## config.mk

```make
export PLATFORM = sky130hd
export DESIGN_NAME = csd_decoder
export DESIGN_NICKNAME = d
export VERILOG_FILES = /design/src/verilog/csd_pkg.sv /design/src/verilog/csd_decoder.sv
export VERILOG_INCLUDE_DIRS = /design/src /design/src/verilog
export SDC_FILE = /design/constraint.sdc
export NUM_CORES = 1
export LEC_CHECK = 0
export BUFFER_PORTS_ARGS = -buffer_cell sky130_fd_sc_hd__buf_4
export CAP_MARGIN = 20
export CORE_AREA = 2 2 102 114
export DETAILED_ROUTE_END_ITERATION = 6
export DIE_AREA = 0 0 104 116
export PLACE_DENSITY = 0.79
export SYNTH_ARGS = -nofsm -noshare
export SYNTH_HDL_FRONTEND = slang
export SYNTH_SLANG_ARGS = --single-unit
```

## constraint.sdc

```tcl
create_clock -name clk -period 1.9 [get_ports clk]
set_clock_uncertainty 0.1 [all_clocks]
set_input_delay 0.095 -clock clk [delete_from_list [all_inputs] [get_ports clk]]
set_output_delay 0.095 -clock clk [all_outputs]
set_load 0.05 [all_outputs]
```

## src/verilog/csd_defines.svh

```systemverilog
// offsets, field positions, reset values and constants of the channel status decoder
`ifndef CSD_DEFINES_SVH
`define CSD_DEFINES_SVH
`define CSD_ADDR_W 4
`define CSD_DATA_W 32
`define CSD_OFS_CTRL 4'h0
`define CSD_OFS_STATUS 4'h1
`define CSD_OFS_MASK 4'h2
`define CSD_OFS_RAW 4'h3
`define CSD_OFS_COUNT 4'h4
`define CSD_CTRL_RESET 1'h1
`define CSD_MASK_RESET 3'h0
`define CSD_CTRL_CRC_EN 0
`define CSD_EV_DONE 0
`define CSD_EV_CRC 1
`define CSD_EV_SEQ 2
`define CSD_EV_W 3
`define CSD_LAST_BYTE 5'h17
`define CSD_CRC_POLY 8'h1D
`define CSD_CRC_INIT 8'hFF
`define CSD_MAX24_AUX 3'h1
`endif

```

## src/verilog/csd_pkg.sv

```systemverilog
// types of the channel status decoder
package csd_pkg;
  typedef enum logic [2:0] {
    CSD_EMPH_NOT_IND = 3'h0, CSD_EMPH_NONE = 3'h1, CSD_EMPH_50_15 = 3'h2,
    CSD_EMPH_TEL = 3'h3, CSD_EMPH_RSVD = 3'h7
  } csd_emph_t;
  typedef enum logic [1:0] {
    CSD_FS_NOT_IND = 2'h0, CSD_FS_48K = 2'h1, CSD_FS_44K1 = 2'h2, CSD_FS_32K = 2'h3
  } csd_fs_t;
  typedef enum logic [3:0] {
    CSD_CH_NOT_IND = 4'h0, CSD_CH_TWO = 4'h1, CSD_CH_SINGLE = 4'h2, CSD_CH_PRI_SEC = 4'h3,
    CSD_CH_STEREO = 4'h4, CSD_CH_USER = 4'h5, CSD_CH_DBL = 4'h6, CSD_CH_DBL_LEFT = 4'h7,
    CSD_CH_DBL_RIGHT = 4'h8, CSD_CH_MULTI = 4'h9, CSD_CH_RSVD = 4'hF
  } csd_chmode_t;
  typedef enum logic [2:0] {
    CSD_UB_NONE = 3'h0, CSD_UB_BLK192 = 3'h1, CSD_UB_MSG = 3'h2, CSD_UB_USER = 3'h3,
    CSD_UB_CONSUMER = 3'h4, CSD_UB_RSVD = 3'h7
  } csd_ubits_t;
  typedef enum logic [2:0] {
    CSD_AUX_20_UNDEF = 3'h0, CSD_AUX_24_AUDIO = 3'h1, CSD_AUX_20_TALK = 3'h2,
    CSD_AUX_USER = 3'h3, CSD_AUX_RSVD = 3'h7
  } csd_aux_t;
  typedef enum logic [1:0] {
    CSD_AL_NOT_IND = 2'h0, CSD_AL_20DB = 2'h1, CSD_AL_18DB = 2'h2, CSD_AL_RSVD = 2'h3
  } csd_align_t;
  typedef enum logic [1:0] {
    CSD_ST_IDLE = 2'b00, CSD_ST_BYTES = 2'b01, CSD_ST_DROP = 2'b11
  } csd_state_t;
endpackage

```

## src/verilog/csd_decoder.sv

```systemverilog
// channel status decoder: bytes 0 to 2 of the professional block, crc check, register port
// Overview of operation
// - byte 0 bit 0 gives consumer or professional use, bit 1 non-audio payload
// - byte 0 bits 2-4, bit 2 first, decode emphasis none, 50/15 or telephony
// - byte 0 bit 5 set reports source sampling frequency unlocked
// - byte 0 bits 6-7, bit 6 first: 48, 44.1 or 32 kHz base rate
// - byte 1 bits 0-3 decode two, single, primary/secondary, stereo or multichannel mode
// - channel codes 0111, 1000, 1001 are double-rate single channel; 0101, 0110 user defined
// - every unassigned code of any field is reported as reserved, never as a setting
// - byte 1 bits 4-7 decode user-bit management codes 0000 to 0100
// - byte 2 aux code 000 means 20-bit max, 001 means 24-bit max with audio
// - aux code 010 is 20-bit max with extra audio channel, 011 user defined
// - byte 2 bits 3-5 give word length below the 24 or 20 bit maximum
// - byte 2 bits 6-7 decode alignment level 20 dB, 18.06 dB or reserved
// - last byte crc must match before decoded fields are trusted
//
// The register addresses and the address-and-strobe port were chosen for this implementation.
`timescale 1ns/1ns
`include "csd_defines.svh"
module csd_decoder (
  input wire logic clk,
  input wire logic rst,
  input wire logic [7:0] cs_byte,
  input wire logic cs_byte_valid,
  input wire logic cs_block_start,
  input wire logic [`CSD_ADDR_W-1:0] reg_addr,
  input wire logic [`CSD_DATA_W-1:0] reg_wdata,
  input wire logic reg_wr,
  input wire logic reg_rd,
  output logic [`CSD_DATA_W-1:0] reg_rdata,
  output logic irq,
  output logic pro_use,
  output logic non_audio,
  output csd_pkg::csd_emph_t emphasis,
  output logic fs_unlocked,
  output csd_pkg::csd_fs_t base_fs,
  output csd_pkg::csd_chmode_t channel_mode,
  output csd_pkg::csd_ubits_t user_bits,
  output csd_pkg::csd_aux_t aux_use,
  output logic [4:0] word_length,
  output logic word_length_rsvd,
  output csd_pkg::csd_align_t align_level
);
  import csd_pkg::*;
  csd_state_t state_reg;
  logic [4:0] idx_reg;
  logic [7:0] crc_reg;
  logic [7:0] crc_next;
  logic [7:0] b0_reg, b1_reg, b2_reg;
  logic crc_en_reg;
  logic [`CSD_EV_W-1:0] status_reg, mask_reg, ev_set;
  logic [15:0] count_reg;
  logic [`CSD_DATA_W-1:0] rdata_reg;
  logic irq_reg;
  logic last_byte, crc_bad, commit;
  logic [2:0] emph_code, aux_code, wl_code;
  logic [3:0] ch_code, ub_code;
  logic [1:0] fs_code, al_code;
  logic pro_reg, nonaud_reg, unlock_reg, wl_rsvd_reg;
  csd_emph_t emph_reg, emph_next;
  csd_fs_t fs_reg, fs_next;
  csd_chmode_t ch_reg, ch_next;
  csd_ubits_t ub_reg, ub_next;
  csd_aux_t aux_reg, aux_next;
  csd_align_t al_reg, al_next;
  logic [4:0] wl_reg, wl_next;
  logic wl_rsvd_next;
  // crc over one byte, lsb first as the bits arrive on the link
  function automatic logic [7:0] crc_step(input logic [7:0] c, input logic [7:0] d);
    logic [7:0] r;
    logic fb;
    r = c;
    for (int i = 0; i < 8; i++) begin
      fb = r[7] ^ d[i];
      r = {r[6:0], 1'b0} ^ (fb ? `CSD_CRC_POLY : 8'h00);
    end
    return r;
  endfunction
  // fields listed lowest bit first, so bit order is reversed into the codes
  assign emph_code = {b0_reg[2], b0_reg[3], b0_reg[4]};
  assign fs_code = {b0_reg[6], b0_reg[7]};
  assign ch_code = {b1_reg[0], b1_reg[1], b1_reg[2], b1_reg[3]};
  assign ub_code = {b1_reg[4], b1_reg[5], b1_reg[6], b1_reg[7]};
  assign aux_code = {b2_reg[0], b2_reg[1], b2_reg[2]};
  assign wl_code = {b2_reg[3], b2_reg[4], b2_reg[5]};
  assign al_code = {b2_reg[6], b2_reg[7]};
  assign crc_next = crc_step(crc_reg, cs_byte);
  assign last_byte = cs_byte_valid && !cs_block_start && state_reg == CSD_ST_BYTES && idx_reg == `CSD_LAST_BYTE;
  assign crc_bad = last_byte && crc_en_reg && crc_reg != cs_byte;
  assign commit = last_byte && !crc_bad;
  // byte sequencing; index and crc hold after the last byte, unused until a new start
  always_ff @(posedge clk) begin
    if (rst) begin
      state_reg <= CSD_ST_IDLE;
      idx_reg <= 5'h00;
      crc_reg <= `CSD_CRC_INIT;
    end else if (cs_byte_valid && cs_block_start) begin
      state_reg <= CSD_ST_BYTES;
      idx_reg <= 5'h01;
      crc_reg <= crc_step(`CSD_CRC_INIT, cs_byte);
    end else if (cs_byte_valid) begin
      case (state_reg)
        CSD_ST_BYTES: begin
          state_reg <= (idx_reg == `CSD_LAST_BYTE) ? CSD_ST_DROP : CSD_ST_BYTES;
          idx_reg <= idx_reg + 5'h01;
          crc_reg <= crc_next;
        end
        default: state_reg <= state_reg;
      endcase
    end
  end
  // shadow of bytes 0 to 2 of the block in progress
  always_ff @(posedge clk) begin
    if (rst) begin
      b0_reg <= 8'h00;
      b1_reg <= 8'h00;
      b2_reg <= 8'h00;
    end else if (cs_byte_valid) begin
      if (cs_block_start) begin
        b0_reg <= cs_byte;
      end else if (state_reg == CSD_ST_BYTES && idx_reg == 5'h01) begin
        b1_reg <= cs_byte;
      end else if (state_reg == CSD_ST_BYTES && idx_reg == 5'h02) begin
        b2_reg <= cs_byte;
      end
    end
  end

  // field decoders
  always_comb begin
    case (emph_code)
      3'h0: emph_next = CSD_EMPH_NOT_IND;
      3'h4: emph_next = CSD_EMPH_NONE;
      3'h6: emph_next = CSD_EMPH_50_15;
      3'h7: emph_next = CSD_EMPH_TEL;
      default: emph_next = CSD_EMPH_RSVD;
    endcase
    case (fs_code)
      2'h1: fs_next = CSD_FS_48K;
      2'h2: fs_next = CSD_FS_44K1;
      2'h3: fs_next = CSD_FS_32K;
      default: fs_next = CSD_FS_NOT_IND;
    endcase
    case (ch_code)
      4'h0: ch_next = CSD_CH_NOT_IND;
      4'h1: ch_next = CSD_CH_TWO;
      4'h2: ch_next = CSD_CH_SINGLE;
      4'h3: ch_next = CSD_CH_PRI_SEC;
      4'h4: ch_next = CSD_CH_STEREO;
      4'h5, 4'h6: ch_next = CSD_CH_USER;
      4'h7: ch_next = CSD_CH_DBL;
      4'h8: ch_next = CSD_CH_DBL_LEFT;
      4'h9: ch_next = CSD_CH_DBL_RIGHT;
      4'hF: ch_next = CSD_CH_MULTI;
      default: ch_next = CSD_CH_RSVD;
    endcase
    case (ub_code)
      4'h0: ub_next = CSD_UB_NONE;
      4'h1: ub_next = CSD_UB_BLK192;
      4'h2: ub_next = CSD_UB_MSG;
      4'h3: ub_next = CSD_UB_USER;
      4'h4: ub_next = CSD_UB_CONSUMER;
      default: ub_next = CSD_UB_RSVD;
    endcase
    case (aux_code)
      3'h0: aux_next = CSD_AUX_20_UNDEF;
      3'h1: aux_next = CSD_AUX_24_AUDIO;
      3'h2: aux_next = CSD_AUX_20_TALK;
      3'h3: aux_next = CSD_AUX_USER;
      default: aux_next = CSD_AUX_RSVD;
    endcase
    case (al_code)
      2'h1: al_next = CSD_AL_20DB;
      2'h2: al_next = CSD_AL_18DB;
      2'h3: al_next = CSD_AL_RSVD;
      default: al_next = CSD_AL_NOT_IND;
    endcase
    // length below a 24-bit maximum, less four below a 20-bit one
    wl_rsvd_next = 1'b0;
    case (wl_code)
      3'h0: wl_next = 5'd0;
      3'h1: wl_next = 5'd23;
      3'h2: wl_next = 5'd22;
      3'h3: wl_next = 5'd21;
      3'h4: wl_next = 5'd20;
      3'h5: wl_next = 5'd24;
      default: begin
        wl_next = 5'd0;
        wl_rsvd_next = 1'b1;
      end
    endcase
    if (aux_code != `CSD_MAX24_AUX && wl_next != 5'd0) begin
      wl_next = wl_next - 5'd4;
    end
  end
  // decoded fields, all taken together on a good block
  always_ff @(posedge clk) begin
    if (rst) begin
      pro_reg <= 1'b0;
      nonaud_reg <= 1'b0;
      unlock_reg <= 1'b0;
      emph_reg <= CSD_EMPH_NOT_IND;
      fs_reg <= CSD_FS_NOT_IND;
      ch_reg <= CSD_CH_NOT_IND;
      ub_reg <= CSD_UB_NONE;
      aux_reg <= CSD_AUX_20_UNDEF;
      wl_reg <= 5'd0;
      wl_rsvd_reg <= 1'b0;
      al_reg <= CSD_AL_NOT_IND;
    end else if (commit) begin
      pro_reg <= b0_reg[0];
      nonaud_reg <= b0_reg[1];
      unlock_reg <= b0_reg[5];
      emph_reg <= emph_next;
      fs_reg <= fs_next;
      ch_reg <= ch_next;
      ub_reg <= ub_next;
      aux_reg <= aux_next;
      wl_reg <= wl_next;
      wl_rsvd_reg <= wl_rsvd_next;
      al_reg <= al_next;
    end
  end
  // events: done, crc mismatch, byte after block end without a new start
  assign ev_set[`CSD_EV_DONE] = commit;
  assign ev_set[`CSD_EV_CRC] = crc_bad;
  assign ev_set[`CSD_EV_SEQ] = cs_byte_valid && !cs_block_start && state_reg == CSD_ST_DROP;

  // control, mask and sticky status; a new event beats the read clear
  always_ff @(posedge clk) begin
    if (rst) begin
      crc_en_reg <= `CSD_CTRL_RESET;
      mask_reg <= `CSD_MASK_RESET;
      status_reg <= '0;
      count_reg <= 16'h0000;
    end else begin
      if (reg_wr && reg_addr == `CSD_OFS_CTRL) begin
        crc_en_reg <= reg_wdata[`CSD_CTRL_CRC_EN];
      end
      if (reg_wr && reg_addr == `CSD_OFS_MASK) begin
        mask_reg <= reg_wdata[`CSD_EV_W-1:0];
      end
      if (reg_rd && reg_addr == `CSD_OFS_STATUS) begin
        status_reg <= ev_set;
      end else begin
        status_reg <= status_reg | ev_set;
      end
      if (commit) begin
        count_reg <= count_reg + 16'h0001;
      end
    end
  end

  // read data stands only in the cycle after the strobe
  always_ff @(posedge clk) begin
    if (rst || !reg_rd) begin
      rdata_reg <= '0;
    end else begin
      case (reg_addr)
        `CSD_OFS_CTRL: rdata_reg <= {31'h0, crc_en_reg};
        `CSD_OFS_STATUS: rdata_reg <= {29'h0, status_reg};
        `CSD_OFS_MASK: rdata_reg <= {29'h0, mask_reg};
        `CSD_OFS_RAW: rdata_reg <= {8'h00, b2_reg, b1_reg, b0_reg};
        `CSD_OFS_COUNT: rdata_reg <= {16'h0000, count_reg};
        default: rdata_reg <= '0;
      endcase
    end
  end

  always_ff @(posedge clk) begin
    if (rst) begin
      irq_reg <= 1'b0;
    end else begin
      irq_reg <= |(status_reg & mask_reg);
    end
  end

  assign reg_rdata = rdata_reg;
  assign irq = irq_reg;
  assign pro_use = pro_reg;
  assign non_audio = nonaud_reg;
  assign emphasis = emph_reg;
  assign fs_unlocked = unlock_reg;
  assign base_fs = fs_reg;
  assign channel_mode = ch_reg;
  assign user_bits = ub_reg;
  assign aux_use = aux_reg;
  assign word_length = wl_reg;
  assign word_length_rsvd = wl_rsvd_reg;
  assign align_level = al_reg;

  AST_PRO_FLAGS: assert property (@(posedge clk) disable iff (rst)
    commit |=> pro_use == $past(b0_reg[0]) && non_audio == $past(b0_reg[1]))
    else $error("use or payload flag not taken from byte 0");
  AST_EMPH_5015: assert property (@(posedge clk) disable iff (rst)
    commit && emph_code == 3'h6 |=> emphasis == CSD_EMPH_50_15)
    else $error("emphasis 110 misdecoded");
  AST_UNLOCK: assert property (@(posedge clk) disable iff (rst)
    commit && b0_reg[5] |=> fs_unlocked)
    else $error("unlock flag lost");
  AST_FS48: assert property (@(posedge clk) disable iff (rst)
    commit && !b0_reg[6] && b0_reg[7] |=> base_fs == CSD_FS_48K)
    else $error("48 kHz misdecoded");
  AST_STEREO: assert property (@(posedge clk) disable iff (rst)
    commit && ch_code == 4'h4 |=> channel_mode == CSD_CH_STEREO)
    else $error("stereo misdecoded");
  AST_DBL_LEFT: assert property (@(posedge clk) disable iff (rst)
    commit && ch_code == 4'h8 |=> channel_mode == CSD_CH_DBL_LEFT)
    else $error("double rate left misdecoded");
  AST_CH_RSVD: assert property (@(posedge clk) disable iff (rst)
    commit && ch_code == 4'hA |=> channel_mode == CSD_CH_RSVD)
    else $error("unassigned channel code not reserved");
  AST_UB192: assert property (@(posedge clk) disable iff (rst)
    commit && ub_code == 4'h1 |=> user_bits == CSD_UB_BLK192)
    else $error("192-bit user structure misdecoded");
  AST_WL24: assert property (@(posedge clk) disable iff (rst)
    commit && aux_code == 3'h1 && wl_code == 3'h5 |=> aux_use == CSD_AUX_24_AUDIO && word_length == 5'd24)
    else $error("24-bit word misdecoded");
  AST_WL16: assert property (@(posedge clk) disable iff (rst)
    commit && aux_code == 3'h2 && wl_code == 3'h4 |=> aux_use == CSD_AUX_20_TALK && word_length == 5'd16)
    else $error("20-bit max length misdecoded");
  AST_ALIGN18: assert property (@(posedge clk) disable iff (rst)
    commit && al_code == 2'h2 |=> align_level == CSD_AL_18DB)
    else $error("18.06 dB alignment misdecoded");
  AST_CRC_HOLD: assert property (@(posedge clk) disable iff (rst)
    crc_bad |=> status_reg[`CSD_EV_CRC] && $stable(channel_mode) && $stable(emphasis) && $stable(word_length))
    else $error("bad crc block changed fields");
  AST_STABLE: assert property (@(posedge clk) disable iff (rst)
    !commit |=> $stable(base_fs) && $stable(user_bits) && $stable(align_level) && $stable(pro_use))
    else $error("fields moved without a good block");
  AST_RESET: assert property (@(posedge clk)
    rst |=> base_fs == CSD_FS_NOT_IND && channel_mode == CSD_CH_NOT_IND && word_length == 5'd0)
    else $error("reset did not clear fields");
  COV_GOOD: cover property (@(posedge clk) disable iff (rst) commit);
  COV_BAD: cover property (@(posedge clk) disable iff (rst) crc_bad);
  COV_SEQ: cover property (@(posedge clk) disable iff (rst) ev_set[`CSD_EV_SEQ]);
  COV_IRQ: cover property (@(posedge clk) disable iff (rst) $rose(irq));
endmodule

```

==> out/qor.tcl <==
set qor(drt_first_iter_violations) 283
set qor(fp.dieW_um) 104
set qor(status) {finished with violations}
set qor(ctsHtreeMaxLevel) 4
set qor(slack_of_the_worst_reg_to_reg_path_ps) -60
set qor(number_of_flip_flops_in_the_largest_register) 24
set qor(total_global_route_track_usage_pct) 23.46
set qor(cpPeakStageDelay_ps) 540
set qor(area_growth_syn_to_layout_pct) 37.24
set qor(number_of_cells_on_the_worst_hold_path) 4
set qor(clk_path_buf_depth) 2
set qor(regToRegEndpoint) {aux_use[1]}
set qor(timing_worst_slew_pin_value_ps) 611.9
set qor(wire_length_of_the_first_global_routing_pass_mm) 22.34
set qor(max_cap_violations) 0
set qor(grt_overflow) 0
set qor(post_synth_num_cell_types) 47
set qor(insertedDiodeCount) 0
set qor(timing.hold.worst.start) {cs_byte[4]}
set qor(setup_total_negative_slack_ps) -174.7
set qor(dp_hpwl_mm) 9.045
set qor(tritoncts) {yes}
set qor(fill_cells) 837
set qor(cp-start-kind) {input port}
set qor(cts.reportedPaths.clkPinSlew_ps) 50
set qor(syn_inst) 602
set qor(final_slew_viol_count) 0
set qor(critical-path-slowest-cell) {sky130_fd_sc_hd__dlygate4sd3_1}
set qor(hold_ep) {b2_reg[4]}
set qor(core_mm2) 0.01081
set qor(hold_viol_final) 0
set qor(place_congestion) 0.8547
set qor(post-route-period-util_pct) 103.2
set qor(main_area_contributors_after_synthesis) {sky130_fd_sc_hd__dfxtp_1, sky130_fd_sc_hd__xnor2_1, sky130_fd_sc_hd__nand2_1}
set qor(detailed_route_wire_length_mm) 14.14
set qor(portbufs) 71
set qor(path_class) {input port to flop}
set qor(chipHeight_um) 116
set qor(num-nets-final) 773
set qor(cts_bufs_inserted) 17
set qor(floorplan.io_pins) 109
set qor(drt-wirelength-per-cell_um) 16.17
set qor(hold_path_class) {input port to flop}
set qor(synth_area_per_cell_um2) 8.673
set qor(synth.yosys.seq_area_share_pct) 43.33
set qor(post-route-drc-count) 0
set qor(fin_crit_ps) 1962
set qor(post-place-ws_ps) -137.2
set qor(grt_antenna_before_repair) 0
set qor(dr.pass1.iters) 4
set qor(synthesis.area_mm2) 0.005221
set qor(synth_edf_count) 0
set qor(worst-path-max-fanout) 13
set qor(setup_ws_ps) -61.52
set qor(synth_top_flop_cell) {sky130_fd_sc_hd__dfxtp_1}
set qor(power-per-cell-area_mw_per_mm2) 951.0
set qor(maxSlewHeadroom_pct) 58.83
set qor(drt-vias-per-instance) 5.399
set qor(rsz_0062_raised_after_global_routing) {true}
set qor(regToRegStartpoint) {crc_reg[6]}
set qor(timing.critical_path.cells) {dlygate4sd3_1 -> buf_4 -> xor2_1 -> nor4_2 -> a21boi_2 -> buf_6 -> nor2_4 -> buf_4 -> nor2_1 -> a211oi_1}
set qor(grt_start_max_net_pins) 43
set qor(initial_cell_density_of_the_core_pct) 48.30
set qor(cts_num_sinks) 113
set qor(power.static_leakage_nw) 2.898
set qor(data_arrival_time_of_the_critical_path_ps) 2180
set qor(synth_top_cell_by_area) {sky130_fd_sc_hd__dfxtp_1}
set qor(ys_warn_count) 0
set qor(share_of_synthesized_registers_carrying_an_async_set_or_reset_pct) 0
set qor(holdWs_ps) 16.58
set qor(vias_in_the_first_global_route) 4665
set qor(root_buffer) {sky130_fd_sc_hd__clkbuf_16}
set qor(top_achievable_clock_speed_ghz) 0.5098
set qor(failing_checks) {setup timing}
set qor(worst-r2r-cell-count) 8
set qor(final_layout_size_suffix_gt1_share_pct) 26.69
set qor(most_used_cell_cp) {sky130_fd_sc_hd__buf_4}
set qor(vdd.ir_drop.worst_mv) 0.4753
set qor(remaining_antenna_violation_count_after_routing) 0
set qor(worst_path_required_ps) 2120
set qor(die-area_mm2) 0.01206
set qor(synth_largest_type_area_fraction_pct) 43.33
set qor(setup_viol) 10
set qor(insertion_delay_ps) 420
set qor(vias) 4719
set qor(cp-end-kind) {flop}
set qor(row_count) 40
set qor(synth_seq_cells) 113
[worst max-delay path by stage]
stage / startpoint / end / slack [ps] / cells past startpoint
global route: crc_reg[6] / count_reg[7] / -120 / 7
detailed placement: crc_reg[6] / count_reg[11] / -140 / 7
global placement: crc_reg[6] / channel_mode[3] / -40 / 8
CTS: crc_reg[0] / word_length[1] / -40 / 7
finish: cs_byte[2] / aux_use[1] / -60 / 10
floorplan: state_reg[1] / word_length[1] / -50 / 9
[where the power goes]
part | switching [mW] | total, mW | internal, mW | leakage, nW
combinational | 0.442 | 0.850 | 0.407 | 1.66
clock | 1.09 | 3.52 | 2.42 | 0.324
sequential | 0.0384 | 2.45 | 2.41 | 0.913
total | 1.57 | 6.81 | 5.24 | 2.90
[worst max-delay path, delay by kind of cell]
| family | cells | cell delay, ps |
|---|---|---|
| AND/OR/NAND/NOR | 3 | 420 |
| AO/OA/AOI/OAI | 2 | 360 |
| XOR/XNOR | 1 | 200 |
| buffers and inverters | 4 | 1110 |
[per-stage QoR]
step | std cells | area, um2 | utilization, % | total power, mW
6_report | 874 | 7166 | 66.28 | 6.815
5_1_grt | 874 | 7166 | 66.28 | 7.040
4_1_cts | 874 | 7025 | 64.99 | 6.792
3_5_place_dp | 824 | 6103 | 56.46 | 3.262
3_3_place_gp | 824 | 6103 | 56.46 | 3.246
2_1_floorplan | 609 | 5275 | - | 3.066
[metal layers]
layer	global-route usage (%)	vias up	wire length, um
met5	0	-	0
met4	12.16	0	365
met3	6.130	30	712
met2	41.84	146	7273
met1	26.04	2293	5786
li1	-	2250	-
[cells in the mapped netlist (3+ instances only)]
cell type,number
sky130_fd_sc_hd__a211oi_1,4
sky130_fd_sc_hd__a21oi_1,47
sky130_fd_sc_hd__a221oi_1,3
sky130_fd_sc_hd__a222oi_1,3
sky130_fd_sc_hd__a22oi_1,16
sky130_fd_sc_hd__and2_1,9
sky130_fd_sc_hd__buf_2,13
sky130_fd_sc_hd__buf_4,8
sky130_fd_sc_hd__buf_6,5
sky130_fd_sc_hd__clkbuf_1,23
sky130_fd_sc_hd__dfxtp_1,113
sky130_fd_sc_hd__ha_1,9
sky130_fd_sc_hd__inv_1,12
sky130_fd_sc_hd__mux2i_1,19
sky130_fd_sc_hd__nand2_1,74
sky130_fd_sc_hd__nand2b_1,4
sky130_fd_sc_hd__nand3_1,11
sky130_fd_sc_hd__nand3b_1,3
sky130_fd_sc_hd__nand4_1,7
sky130_fd_sc_hd__nor2_1,72
sky130_fd_sc_hd__nor2b_1,3
sky130_fd_sc_hd__nor3_1,15
sky130_fd_sc_hd__nor4_1,12
sky130_fd_sc_hd__nor4b_1,3
sky130_fd_sc_hd__o21ai_0,11
sky130_fd_sc_hd__xnor2_1,49
sky130_fd_sc_hd__xor2_1,27
[cell families after synthesis]
group / synth area share [%]
flip-flops: 43.33
adder cells (fa/ha/maj): 2.157
AO/OA/AOI/OAI: 11.60
XOR/XNOR: 13.18
other: 0.07182
buffers and inverters: 6.135
multiplexers: 3.642
AND/OR/NAND/NOR: 19.89
[layout make-up]
cell class | count | area [um2] | share of cell area, %
Sequential cell | 113 | 2268 | 31.66
Timing Repair Buffer | 137 | 1106 | 15.44
Inverter | 12 | 45.04 | 0.6286
Clock buffer | 22 | 474.2 | 6.618
Tap cell | 147 | 183.9 | 2.567
Clock inverter | 10 | 178.9 | 2.497
Multi-Input combinational cell | 433 | 2909 | 40.60
[cell usage in the layout, fill, tap and decap left out, types with 5 or more instances in the layout]
| cell | netlist | routed |
|---|---|---|
| sky130_fd_sc_hd__nand3_1 | 11 | 10 |
| sky130_fd_sc_hd__nor3_1 | 15 | 12 |
| sky130_fd_sc_hd__a22oi_1 | 16 | 16 |
| sky130_fd_sc_hd__bufinv_16 | 0 | 5 |
| sky130_fd_sc_hd__nor2_1 | 72 | 71 |
| sky130_fd_sc_hd__dlygate4sd3_1 | 0 | 15 |
| sky130_fd_sc_hd__nand4_1 | 7 | 7 |
| sky130_fd_sc_hd__dfxtp_1 | 113 | 108 |
| sky130_fd_sc_hd__mux2i_1 | 19 | 18 |
| sky130_fd_sc_hd__inv_1 | 12 | 12 |
| sky130_fd_sc_hd__clkbuf_16 | 0 | 17 |
| sky130_fd_sc_hd__xor2_1 | 27 | 26 |
| sky130_fd_sc_hd__dfxtp_2 | 0 | 5 |
| sky130_fd_sc_hd__nor4_2 | 2 | 9 |
| sky130_fd_sc_hd__buf_4 | 8 | 113 |
| sky130_fd_sc_hd__buf_6 | 5 | 6 |
| sky130_fd_sc_hd__and2_1 | 9 | 9 |
| sky130_fd_sc_hd__nand2_1 | 74 | 74 |
| sky130_fd_sc_hd__ha_1 | 9 | 8 |
| sky130_fd_sc_hd__o21ai_0 | 11 | 11 |
| sky130_fd_sc_hd__a21oi_1 | 47 | 45 |
| sky130_fd_sc_hd__conb_1 | 1 | 8 |
| sky130_fd_sc_hd__xnor2_1 | 49 | 46 |
[timing repair]
action                                  CTS  global route
buffers inserted                          1             1
cloned                                    1             0
hold buffers                             16             0
gates resized for setup                  18            27
pin swaps                                 3            12
hold endpoints to repair                 29             0
endpoints found under the setup margin   27            62
Power figures use the tool's default switching activity.
